$ cat config.mk
export PLATFORM = sky130hd
export DESIGN_NAME = pgpc_port
export DESIGN_NICKNAME = d
export VERILOG_FILES = /design/src/core/pgpc_pin_sync.v /design/src/core/pgpc_port.v
export VERILOG_INCLUDE_DIRS = /design/src /design/src/pkg
export SDC_FILE = /design/constraint.sdc
export NUM_CORES = 1
export LEC_CHECK = 0
export BUFFER_PORTS_ARGS = -buffer_cell sky130_fd_sc_hd__buf_2
export CELL_PAD_IN_SITES_DETAIL_PLACEMENT = 1
export CELL_PAD_IN_SITES_GLOBAL_PLACEMENT = 1
export CORE_AREA = 2 2 88 90
export CTS_CLUSTER_DIAMETER = 120
export DETAILED_ROUTE_END_ITERATION = 10
export DIE_AREA = 0 0 90 92
export PLACE_DENSITY = 0.81
export SLEW_MARGIN = 30
export SYNTH_ARGS = -nofsm -noshare
export SYNTH_HDL_FRONTEND = slang
export SYNTH_SLANG_ARGS = --single-unit
$ cat constraint.sdc
create_clock -name clk -period 3 [get_ports clk]
set_input_delay 0.6 -clock clk [delete_from_list [all_inputs] [get_ports clk]]
set_output_delay 0.6 -clock clk [all_outputs]
set_load 0.005 [all_outputs]
$ cat src/pkg/pgpc_consts.vh
// Constants for the six-pin port control block: register indices, widths,
// field masks and reset values.
// Assumes it is included by bare name from every design file that needs it.
`ifndef PGPC_CONSTS_VH
`define PGPC_CONSTS_VH

// Port geometry.
`define PGPC_PINS 6
`define PGPC_PIN_MSB 5
`define PGPC_DATA_W 8
`define PGPC_DATA_MSB 7
`define PGPC_ADDR_W 3
`define PGPC_ADDR_MSB 2

// Register indices on the plain register port.
`define PGPC_REG_DATA 3'h0
`define PGPC_REG_DIR 3'h1
`define PGPC_REG_PULL 3'h2
`define PGPC_REG_SLEW 3'h3
`define PGPC_REG_DRIVE 3'h4
`define PGPC_REG_LEVEL 3'h5
`define PGPC_REG_PADSTAT 3'h6

// Reset values of the six-bit fields.
`define PGPC_RST_DATA 6'h00
`define PGPC_RST_DIR 6'h00
`define PGPC_RST_PULL 6'h00
`define PGPC_RST_SLEW 6'h3F
`define PGPC_RST_DRIVE 6'h00
`define PGPC_RST_PINS 6'h00
`define PGPC_ALL_PINS 6'h3F

// Read word helpers.
`define PGPC_RD_ZERO 8'h00
`define PGPC_PAD_ZERO 2'h0

// Pad status field layout: pull-up in bits 5:0 is not enough room, so the
// pad status register reports pull-down state only.
`define PGPC_DRIVEN_ON_N 1'b0
`define PGPC_DRIVEN_OFF_N 1'b1

`endif

$ cat src/core/pgpc_pin_sync.v
// Two-flip-flop synchroniser for the six port pin levels.
// Assumes pins change with no relation to clk; only the second stage is read.
`timescale 1ns/1ns
`include "pgpc_consts.vh"

module pgpc_pin_sync (
  clk,
  reset,
  pin_async,
  pin_sync
);
  input wire clk;
  input wire reset;
  input wire [`PGPC_PIN_MSB:0] pin_async;
  output wire [`PGPC_PIN_MSB:0] pin_sync;

  reg [`PGPC_PIN_MSB:0] stage1_q;
  reg [`PGPC_PIN_MSB:0] stage2_q;

  // The first stage may go metastable, so only the second stage reads it.
  always @(posedge clk) begin
    if (reset) begin
      stage1_q <= `PGPC_RST_PINS;
      stage2_q <= `PGPC_RST_PINS;
    end else begin
      stage1_q <= pin_async;
      stage2_q <= stage1_q;
    end
  end

  assign pin_sync = stage2_q;

endmodule

$ cat src/core/pgpc_port.v
// Pin control for a six-pin general-purpose port: data latch, direction,
// pull-up, slew limiting and drive strength, with pad control outputs.
// Assumes a same-clock register master and pin levels from the pad ring.
//
// Operation
// - Direction 0 disables driver, reads pin.
// - Direction 1 enables driver, reads latch.
// - Pull-enable bit 1 turns pull-up on; the interrupt pull-down overrides it.
// - Output pins keep pull devices disabled.
// - Pull-down only with pin interrupt configured.
// - Slew bit limits slew; inert for inputs.
// - Drive bit selects strength; inert for inputs.
// - Direction bits readable, writable, steer reads.
// - Data writes latch; outputs drive latched level.
// - Reset clears latch, pins float, no pull-up.
// - Drive bit 0 low, 1 high.
`timescale 1ns/1ns
`include "pgpc_consts.vh"

module pgpc_port (
  clk,
  reset,
  reg_addr,
  reg_wdata,
  reg_wr,
  reg_rd,
  reg_rdata,
  pin_in,
  irq_pin_select,
  irq_edge_rise,
  pin_out,
  pin_oe_n,
  pullup_en,
  pulldown_en,
  slew_limit_en,
  drive_high
);
  input wire clk;
  input wire reset;
  input wire [`PGPC_ADDR_MSB:0] reg_addr;
  input wire [`PGPC_DATA_MSB:0] reg_wdata;
  input wire reg_wr;
  input wire reg_rd;
  output reg [`PGPC_DATA_MSB:0] reg_rdata;
  input wire [`PGPC_PIN_MSB:0] pin_in;
  input wire [`PGPC_PIN_MSB:0] irq_pin_select;
  input wire [`PGPC_PIN_MSB:0] irq_edge_rise;
  output reg [`PGPC_PIN_MSB:0] pin_out;
  output reg [`PGPC_PIN_MSB:0] pin_oe_n;
  output reg [`PGPC_PIN_MSB:0] pullup_en;
  output reg [`PGPC_PIN_MSB:0] pulldown_en;
  output reg [`PGPC_PIN_MSB:0] slew_limit_en;
  output reg [`PGPC_PIN_MSB:0] drive_high;

  // Slew reset value is a parameter because silicon versions disagree on it.
  parameter [`PGPC_PIN_MSB:0] SLEW_RESET = `PGPC_RST_SLEW;

  ////////////////////////////////////////////////////////////////////////////
  // Helper functions.

  // Widens a six-bit field to a bus word with the upper bits held at zero.
  function [`PGPC_DATA_MSB:0] pgpc_widen;
    input [`PGPC_PIN_MSB:0] field;
    begin
      pgpc_widen = {`PGPC_PAD_ZERO, field};
    end
  endfunction

  // Takes the six pin bits of a bus word; upper bits are dropped.
  function [`PGPC_PIN_MSB:0] pgpc_field;
    input [`PGPC_DATA_MSB:0] word;
    begin
      pgpc_field = word[`PGPC_PIN_MSB:0];
    end
  endfunction

  // Per-pin select: latch where driven as output, live pin elsewhere.
  function [`PGPC_PIN_MSB:0] pgpc_mux;
    input [`PGPC_PIN_MSB:0] sel;
    input [`PGPC_PIN_MSB:0] when_one;
    input [`PGPC_PIN_MSB:0] when_zero;
    begin
      pgpc_mux = (sel & when_one) | (~sel & when_zero);
    end
  endfunction

  // Write strobe decode for one register index.
  function pgpc_hit;
    input strobe;
    input [`PGPC_ADDR_MSB:0] addr;
    input [`PGPC_ADDR_MSB:0] index;
    begin
      pgpc_hit = strobe && (addr == index);
    end
  endfunction

  ////////////////////////////////////////////////////////////////////////////
  // Pin synchroniser.

  wire [`PGPC_PIN_MSB:0] pin_level;

  pgpc_pin_sync u_sync (
    .clk(clk),
    .reset(reset),
    .pin_async(pin_in),
    .pin_sync(pin_level)
  );

  ////////////////////////////////////////////////////////////////////////////
  // Control registers.

  reg [`PGPC_PIN_MSB:0] port_data_latch_q;
  reg [`PGPC_PIN_MSB:0] port_data_latch_d;
  reg [`PGPC_PIN_MSB:0] pin_direction_bits_q;
  reg [`PGPC_PIN_MSB:0] pin_direction_bits_d;
  reg [`PGPC_PIN_MSB:0] pullup_enable_bits_q;
  reg [`PGPC_PIN_MSB:0] pullup_enable_bits_d;
  reg [`PGPC_PIN_MSB:0] slew_limit_bits_q;
  reg [`PGPC_PIN_MSB:0] slew_limit_bits_d;
  reg [`PGPC_PIN_MSB:0] drive_strength_bits_q;
  reg [`PGPC_PIN_MSB:0] drive_strength_bits_d;

  wire wr_data;
  wire wr_dir;
  wire wr_pull;
  wire wr_slew;
  wire wr_drive;

  assign wr_data = pgpc_hit(reg_wr, reg_addr, `PGPC_REG_DATA);
  assign wr_dir = pgpc_hit(reg_wr, reg_addr, `PGPC_REG_DIR);
  assign wr_pull = pgpc_hit(reg_wr, reg_addr, `PGPC_REG_PULL);
  assign wr_slew = pgpc_hit(reg_wr, reg_addr, `PGPC_REG_SLEW);
  assign wr_drive = pgpc_hit(reg_wr, reg_addr, `PGPC_REG_DRIVE);

  always @* begin
    port_data_latch_d = port_data_latch_q;
    pin_direction_bits_d = pin_direction_bits_q;
    pullup_enable_bits_d = pullup_enable_bits_q;
    slew_limit_bits_d = slew_limit_bits_q;
    drive_strength_bits_d = drive_strength_bits_q;
    // Every data write is latched, even for pins that are inputs now.
    if (wr_data) begin
      port_data_latch_d = pgpc_field(reg_wdata);
    end
    if (wr_dir) begin
      pin_direction_bits_d = pgpc_field(reg_wdata);
    end
    if (wr_pull) begin
      pullup_enable_bits_d = pgpc_field(reg_wdata);
    end
    if (wr_slew) begin
      slew_limit_bits_d = pgpc_field(reg_wdata);
    end
    if (wr_drive) begin
      drive_strength_bits_d = pgpc_field(reg_wdata);
    end
  end

  always @(posedge clk) begin
    if (reset) begin
      port_data_latch_q <= `PGPC_RST_DATA;
      pin_direction_bits_q <= `PGPC_RST_DIR;
      pullup_enable_bits_q <= `PGPC_RST_PULL;
      slew_limit_bits_q <= SLEW_RESET;
      drive_strength_bits_q <= `PGPC_RST_DRIVE;
    end else begin
      port_data_latch_q <= port_data_latch_d;
      pin_direction_bits_q <= pin_direction_bits_d;
      pullup_enable_bits_q <= pullup_enable_bits_d;
      slew_limit_bits_q <= slew_limit_bits_d;
      drive_strength_bits_q <= drive_strength_bits_d;
    end
  end

  ////////////////////////////////////////////////////////////////////////////
  // Pad control.

  // Pad controls follow the stored settings one clock later, which keeps
  // every pad output on a flip-flop at the cost of one cycle of latency.
  reg [`PGPC_PIN_MSB:0] pin_out_d;
  reg [`PGPC_PIN_MSB:0] pin_oe_n_d;
  reg [`PGPC_PIN_MSB:0] pullup_en_d;
  reg [`PGPC_PIN_MSB:0] pulldown_en_d;
  reg [`PGPC_PIN_MSB:0] slew_limit_en_d;
  reg [`PGPC_PIN_MSB:0] drive_high_d;
  reg [`PGPC_PIN_MSB:0] irq_pull_down;

  always @* begin
    // A pull-down is only wanted by the pin interrupt when it waits for a
    // rising edge on a selected input pin.
    irq_pull_down = irq_pin_select & irq_edge_rise & ~pin_direction_bits_q;
    pin_oe_n_d = ~pin_direction_bits_q;
    pin_out_d = port_data_latch_q & pin_direction_bits_q;
    pullup_en_d = pullup_enable_bits_q & ~pin_direction_bits_q & ~irq_pull_down;
    pulldown_en_d = irq_pull_down;
    slew_limit_en_d = slew_limit_bits_q & pin_direction_bits_q;
    drive_high_d = drive_strength_bits_q & pin_direction_bits_q;
  end

  always @(posedge clk) begin
    if (reset) begin
      pin_out <= `PGPC_RST_PINS;
      pin_oe_n <= `PGPC_ALL_PINS;
      pullup_en <= `PGPC_RST_PINS;
      pulldown_en <= `PGPC_RST_PINS;
      slew_limit_en <= `PGPC_RST_PINS;
      drive_high <= `PGPC_RST_PINS;
    end else begin
      pin_out <= pin_out_d;
      pin_oe_n <= pin_oe_n_d;
      pullup_en <= pullup_en_d;
      pulldown_en <= pulldown_en_d;
      slew_limit_en <= slew_limit_en_d;
      drive_high <= drive_high_d;
    end
  end

  ////////////////////////////////////////////////////////////////////////////
  // Read path.

  reg [`PGPC_DATA_MSB:0] rdata_d;
  wire [`PGPC_PIN_MSB:0] data_view;

  // Input pins show the synchronised level; output pins show the latch.
  assign data_view = pgpc_mux(pin_direction_bits_q, port_data_latch_q, pin_level);

  always @* begin
    rdata_d = `PGPC_RD_ZERO;
    if (reg_rd) begin
      case (reg_addr)
        `PGPC_REG_DATA: begin
          rdata_d = pgpc_widen(data_view);
        end
        `PGPC_REG_DIR: begin
          rdata_d = pgpc_widen(pin_direction_bits_q);
        end
        `PGPC_REG_PULL: begin
          rdata_d = pgpc_widen(pullup_enable_bits_q);
        end
        `PGPC_REG_SLEW: begin
          rdata_d = pgpc_widen(slew_limit_bits_q);
        end
        `PGPC_REG_DRIVE: begin
          rdata_d = pgpc_widen(drive_strength_bits_q);
        end
        `PGPC_REG_LEVEL: begin
          rdata_d = pgpc_widen(pin_level);
        end
        `PGPC_REG_PADSTAT: begin
          rdata_d = pgpc_widen(pulldown_en);
        end
        default: begin
          rdata_d = `PGPC_RD_ZERO;
        end
      endcase
    end
  end

  // Read data stand for exactly the cycle after the strobe, zero otherwise.
  always @(posedge clk) begin
    if (reset) begin
      reg_rdata <= `PGPC_RD_ZERO;
    end else begin
      reg_rdata <= rdata_d;
    end
  end

endmodule

==> key figures, run 1 <==
Yosys
  • Synthesis Warnings: 0
  • Sequential-to-total area share from yosys stat: 55.1%
  • Number of synthesized flops with an enable pin: 0
  • Library cell occupying the most area in the post-synthesis netlist: dfxtp_1
  • Basic-gate share of the synthesized area counting and, or, nand and nor cells: roughly a fifth
  • Primary flip-flop cell chosen by synthesis mapping: dfxtp_1
  • Count of cell types in the netlist: 33
  • Arithmetic-cell share of the synthesized area counting full adders, half adders and majority gates: 0%
  • Most frequently used cell type in the post-synthesis netlist: dfxtp_1
  • Dominant cells by area after synthesis: dfxtp_1 (55%), mux2i_1 (9.8%), nor2b_1 (5.3%)
  • Post-synthesis share of cell area spent on xor and xnor gates: 0%
  • Combinational family with the most area after synthesis: simple AND/OR/NAND/NOR gates
  • Compound-gate portion of the synthesized area: a little under a tenth
  • Post-Synthesis Mean Instance Area: ~10 um^2
  • Number of instances in the synthesized netlist: about 300
  • Area fraction of the dominant cell type after synthesis: roughly 55%
  • Cell types with the highest counts after synthesis: dfxtp_1 (84), mux2i_1 (30), nor2_1 (30)
  • Asr flop ratio synth: 0%
  • Total of flip-flops plus latches after synthesis: 84
  • Mapped Area: about 3100 um^2
  • Share of synthesized area spent on multiplexers: a little over a tenth

Route
  • Initial detailed-routing violation count: 80
  • Total met2 wirelength after detailed routing: about 3500 um
  • Total DRC errors in the routed layout: 0
  • Residual antenna-violating net count after detailed routing: 0
  • Detailed-route wire length per cell: between 15 and 20 um
  • Met1 layer wirelength in the final routing: approximately 3300 um
  • Post-DR vias/cell: ~4.9
  • 1st-pass router iterations: 4
  • Total wirelength of the detailed-routed design: about 7300 um
  • Routed wl met3: 401 um
  • Vias after detailed routing: between 2000 and 2500
  • Top Metal Used: met4

Timing
  • Setup repair after global routing missed its margin: no
  • Setup violators final: 0
  • Minimum hold slack: 443 ps
  • Final hold violation count: 0
  • Number of pins exceeding their max-slew limit in the final report: 0
  • Period Utilization, post-route: 68.5%
  • Slew Limit Headroom: 42.5%
  • Measured slew at the worst slew-check pin: roughly 860 ps
  • Max Freq: 0.487 GHz
  • Setup TNS: 0 ps
  • Largest clock skew in the final design: 8.60 ps
  • Min Clock Period, post-route: between 2000 and 2500 ps

Critical path
  • RR Startpoint: pin_direction_bits_q[4]
  • Crit-path max FO: 12
  • Required time worst endpoint: approximately 3200 ps
  • Sort of element at the start of the critical path: primary input
  • Critical Setup Path Class: primary input to flip-flop
  • Minimum setup slack among reg-to-reg paths: 1740 ps
  • Critical path endpoint category: flip-flop
  • Cell depth of the worst flop-to-flop path: 4
  • Data arrival time of the worst path: about 2300 ps
  • Source of the critical timing path: reg_addr[2]

Clock tree
  • Cts-stage hold buffer count: 0
  • TritonCTS clock tree: yes
  • Maximum level of the CTS H-tree: 3
  • Longest Clk Path Bufs: 2
  • Clk pin slew, worst setup/hold paths: roughly 70 ps
  • Post-CTS setup buffer count: 0
  • Number of buffers created by CTS: 9
  • TritonCTS sink count: 84
  • # resized after CTS: 0
  • Insertion delay of the later-clocked pin in the worst-skew pair: 350 ps
  • Cell at the root of the clock tree: clkbuf_8

Layout
  • Final core utilization: between 40% and 50%
  • Number of nets in the final layout: between 400 and 500
  • Proportion of layout cells with a drive suffix above 1: between 20% and 30%
  • Footprint of the flip-flops and latches: between 1500 and 2000 um^2
  • Area growth, synth to finish: 20.0%
  • Count of filler cells inserted in the layout: between 800 and 900
  • Area used by multi-input combinational logic: between 1000 and 1500 um^2
  • Antenna cells: 0
  • Finished Layout Cells: about 480

Status
  • Result of the run: finished clean

Global routing
  • GRT overflow: 0
  • Number of global-route vias before repair: 2360
  • Number of antenna violations at the first check in global routing: 0
  • Global router's overall resource usage: between 15 and 20%
  • Global-route wire length before repair: between 10000 and 15000 um
  • Largest net degree at the start of global routing: 43

Floorplanning
  • Effective utilization at floorplan: between 40% and 50%
  • Die Ht: between 90 and 100 um
  • Overall die area: 8280 um^2
  • CORE AREA: 7450 um^2
  • Die Span X: approximately 90 um
  • Placement row count: 32
  • # IOs: between 70 and 80

Min path
  • Worst min-delay path startpoint: u_sync.stage1_q[0]
  • Depth of the worst hold-timing path: 1
  • Type of the most critical hold path: flip-flop to flip-flop

Run
  • Max_cap viols: 0

Placement
  • Gp weighted congestion: slightly below 0.8
  • Number of input and output port buffers inserted: roughly 70
  • # placed instances: between 400 and 500
  • Placed wire-length estimate after detailed placement: roughly 5000 um

Power
  • Power per unit of standard cell area: around 560 nW/um^2
  • Leakage: around 1.5 nW
  • Worst vdd ir: ~0.00021 V
## metrics by stage
step | power, mW | cell area (um^2) | setup WS, ps
5_1_grt | 2.16 | 3660 | 851
2_1_floorplan | 1.26 | 3060 | 1350
4_1_cts | 2.08 | 3660 | 952
6_report | 2.07 | 3660 | 946
3_3_place_gp | 1.32 | 3480 | 699
3_5_place_dp | 1.32 | 3480 | 580
## routing by layer
metal,GRT usage (%),vias up
met4,8.08,0
met2,29.4,70
met3,4.44,9
li1,-,1150
met5,0,-
met1,24.0,1105
## state kept, by name, summed over array words and instances, names as in the netlist
register and count:
slew_limit_bits_q 6, port_data_latch_q 6, drive_high 6, reg_rdata 6, pullup_enable_bits_q 6, pulldown_en 6
slew_limit_en 6, u_sync.stage1_q 6, pullup_en 6, drive_strength_bits_q 6, pin_oe_n 6, u_sync.pin_sync 6
pin_out 6, pin_direction_bits_q 6
## final cells by class
| class | count | area share [%] |
|---|---|---|
| well taps | 102 | 3.48 |
| clock inverters | 2 | 0.956 |
| multi-input cells | 194 | 34.4 |
| inverters | 6 | 0.615 |
| repair buffers | 74 | 10.6 |
| flip-flops and latches | 84 | 45.9 |
| clock buffers | 13 | 4.06 |
## path summary, 6_finish.rpt
path,to
setup / recovery,slew_limit_bits_q[1]
hold reg to reg,u_sync.pin_sync[0]
setup reg to reg,reg_rdata[4]
hold / removal,u_sync.pin_sync[0]
## report_power, final
part           total, mW  internal (mW)  switching (mW)
Sequential          1.15           1.14          0.0152
Combinational      0.141         0.0597          0.0812
Clock              0.773          0.403           0.370
Total               2.07           1.60           0.466
## logic make-up after synthesis
kind of cell           Yosys count
buffers and inverters           22
other                            1
AND/OR/NAND/NOR                117
flip-flops                      84
AO/OA/AOI/OAI                   43
multiplexers                    32
## cells in the final DEF (no fill, tap or decap), drive strengths merged, types with 3 or more instances in the layout
| master | count |
|---|---|
| a211o | 6 |
| a21oi | 15 |
| a22o | 3 |
| a22oi | 6 |
| and2 | 18 |
| and3 | 6 |
| buf | 74 |
| clkbuf | 13 |
| dfxtp | 84 |
| inv | 6 |
| mux2i | 30 |
| nand2 | 15 |
| nor2 | 30 |
| nor2b | 26 |
| nor3 | 8 |
| o21ai | 6 |
| o22ai | 3 |
| or2 | 5 |
## critical path, stage by stage
cell and delay (ps):
buf_2 110, nand2b_1 380, nor2_1 780, nor2b_1 120
a211o_1 300
(Power assumes the default switching activity.)
==> run 2: changes to the inputs <==
ABC_AREA = 1   (was default)
CORE_AREA = 2 2 95 97   (was 2 2 88 90)
DIE_AREA = 0 0 97 99   (was 0 0 90 92)
PLACE_DENSITY = 0.75   (was 0.81)
clock period = 2 ns   (was 3 ns; I/O delays follow)
==> run 2 against run 1 <==
Clock skew down 2.8 ps. Non-clock buffer count is 4 higher. Flip-flop and latch count is the same. First-iteration DRC count fell by 40%. Clock power increased by 51%. Sequential share of layout area fell by 1.2 points. Synthesized cell count is 32% higher. Critical path depth increased by 1. Via count rose by 21%. Power rose by 53%. Final cell count increased by 22%. Critical endpoint is now pullup_enable_bits_q[3].
==> key figures, run 2 <==
Status
  • Result of the run: finished clean

Clock tree
  • Insertion delay of the later-clocked pin in the worst-skew pair: 350 ps (about the same)
  • TritonCTS clock tree: yes
  • Maximum level of the CTS H-tree: 3 (unchanged)
  • Cts-stage hold buffer count: 0 (unchanged)
  • Clk pin slew, worst setup/hold paths: 80 ps (about the same)
  • # resized after CTS: 0 (unchanged)
  • Longest Clk Path Bufs: 2 (unchanged)
  • Cell at the root of the clock tree: clkbuf_8
  • Post-CTS setup buffer count: 0 (unchanged)
  • Number of buffers created by CTS: 9 (unchanged)
  • TritonCTS sink count: 84 (unchanged)

Layout
  • Finished Layout Cells: 579 (+22%)
  • Final cell area excluding filler cells: 3760 um^2 (+2.7%)
  • Leading cell type in the layout, fill and taps excluded: dfxtp_1
  • Proportion of layout cells with a drive suffix above 1: 22.5% (-3.5 points)
  • Area growth, synth to finish: 18.8%
  • Antenna cells: 0 (unchanged)
  • Most frequent cells in the layout: dfxtp_1 (84), nor2_1 (73), buf_2 (72), nand2_1 (53), inv_1 (45)
  • Number of nets in the final layout: 499 (+24%)

Yosys
  • Sequential-to-total area share from yosys stat: 53.1% (-2.0 points)
  • Mapped Area: 3170 um^2 (+3.8%)
  • Library cell occupying the most area in the post-synthesis netlist: dfxtp_1
  • Cell types with the highest counts after synthesis: dfxtp_1 (84), nor2_1 (73), nand2_1 (53)
  • Count of cell types in the netlist: 25 (-24%)
  • Post-Synthesis Mean Instance Area: 8.00 um^2 (-22%)
  • Most frequently used cell type in the post-synthesis netlist: dfxtp_1
  • Primary flip-flop cell chosen by synthesis mapping: dfxtp_1
  • Dominant cells by area after synthesis: dfxtp_1 (53%), nor2_1 (8.6%), nand2_1 (6.3%)
  • Total of flip-flops plus latches after synthesis: 84 (unchanged)
  • Synthesis Warnings: 0 (unchanged)
  • Area fraction of the dominant cell type after synthesis: 53.1% (-2.0 points)
  • Asr flop ratio synth: 0% (unchanged)
  • Number of synthesized flops with an enable pin: 0 (unchanged)
  • Number of instances in the synthesized netlist: 396 (+32%)

Timing
  • Max Freq: 0.758 GHz
  • Setup repair after global routing missed its margin: no
  • Final hold violation count: 0 (unchanged)
  • Number of pins exceeding their max-slew limit in the final report: 0 (unchanged)
  • Period Utilization, post-route: roughly two thirds
  • Min Clock Period, post-route: roughly 1300 ps
  • Largest clock skew in the final design: 5.75 ps (-2.85 ps)
  • Setup TNS: 0 ps (unchanged)
  • Setup violators final: 0 (unchanged)
  • Minimum hold slack: 247 ps (-196 ps)

Power
  • Leakage: 1.78 nW (+16%)
  • Overall power of the completed layout: 3.17 mW (+53%)
  • Worst vdd ir: 0.000459 V (+120%)
  • Power per unit of standard cell area: 843 nW/um^2 (+49%)

Critical path
  • Critical path endpoint category: flip-flop
  • Required time worst endpoint: 2240 ps (-1000 ps)
  • Data arrival time of the worst path: 1560 ps (-730 ps)
  • Critical Setup Path Class: primary input to flip-flop
  • Crit-path max FO: 16 (+4)
  • Sort of element at the start of the critical path: primary input

Route
  • Detailed-route wire length per cell: 14.4 um (-6.6%)
  • Residual antenna-violating net count after detailed routing: 0 (unchanged)
  • Vias after detailed routing: 2828 (+21%)
  • Initial detailed-routing violation count: 48 (-40%)
  • 1st-pass router iterations: 4 (unchanged)
  • Post-DR vias/cell: 4.88 (-0.60%)
  • Total wirelength of the detailed-routed design: 8330 um (+14%)
  • Total DRC errors in the routed layout: 0 (unchanged)

Min path
  • Type of the most critical hold path: primary input to flip-flop

Placement
  • Placed wire-length estimate after detailed placement: 6120 um (+22%)
  • Gp weighted congestion: 0.815 (+4.5%)
  • Number of input and output port buffers inserted: 72 (unchanged)
  • # placed instances: 563 (+22%)
  • Post-detailed-placement cell area: 3570 um^2 (+2.7%)

Global routing
  • Global router's overall resource usage: 17.9% (-0.53 points)
  • Global-route wire length before repair: 13500 um (+13%)
  • Number of antenna violations at the first check in global routing: 0 (unchanged)
  • Number of global-route vias before repair: 2753 (+17%)
  • GRT overflow: 0 (unchanged)
  • Largest net degree at the start of global routing: 38 (-12%)

Floorplanning
  • Die Span X: 97 um (+7.8%)
  • Die Ht: 99 um (+7.6%)
  • Placement row count: 34 (+6.3%)
  • CORE AREA: 8550 um^2 (+15%)
  • Overall die area: 9600 um^2 (+16%)
  • Effective utilization at floorplan: 37.1% (-3.9 points)
  • # IOs: 77 (unchanged)

Run
  • Max_cap viols: 0 (unchanged)
[run 2: cell count changes after synthesis, sizes merged, moves of 26 or more]
cell   before  now
nor2       30   76
inv         6   47
nand2      15   54
mux2i      30    0
nand3       2   32
nor2b      26    0
[run 2: where the power goes]
group | internal, mW | switching, mW
Sequential | 1.72 | 0.0322
Clock | 0.572 | 0.601
Combinational | 0.0865 | 0.162
[run 2: cells by family (layout without fill, tap and decap cells)]
kind of cell	after synthesis	in the layout	synth area share [%]
AND/OR/NAND/NOR	190	190	28.2
flip-flops	84	84	53.1
buffers and inverters	70	144	10.5
AO/OA/AOI/OAI	51	51	8.06
other	1	2	0.118
[run 2: layer usage]
layer	wire, um	up-vias	track usage, %
li1	-	1404	-
met1	3620	1319	21.0
met2	4000	85	30.5
met3	454	20	5.32
met4	256	0	8.13
met5	0	-	0
[run 2: per-stage QoR]
stage / setup WS (ps) / utilization, %
2_1_floorplan: 791 / -
3_3_place_gp: 352 / 41.8
3_5_place_dp: 326 / 41.8
4_1_cts: 685 / 44.0
5_1_grt: 530 / 44.0
6_report: 680 / 44.0
[run 2: worst paths after layout]
| kind | startpoint | to | slack, ps | cells after the start |
|---|---|---|---|---|
| worst max-delay path | reg_addr[1] | pullup_enable_bits_q[3] | 680 | 6 |
| worst min-delay path | pin_in[3] | u_sync.stage1_q[3] | 250 | 3 |
| worst max register to register | pin_direction_bits_q[2] | reg_rdata[2] | 850 | 6 |
| worst min register to register | u_sync.stage1_q[1] | u_sync.pin_sync[1] | 410 | 2 |
[run 2: area by class of cell]
type                            count  area [um^2]
Clock inverter                      7         67.6
Sequential cell                    84         1680
Tap cell                          108          135
Timing Repair Buffer               78          405
Fill cell                        1068         4790
Clock buffer                        9          124
Inverter                           50          195
Multi-Input combinational cell    243         1160
[run 2: critical path, cell delays in order]
cell	delay, ps
buf_2	380
inv_2	200
nor2_8	190
nand3_4	130
o21ai_0	200
nor2_1	60
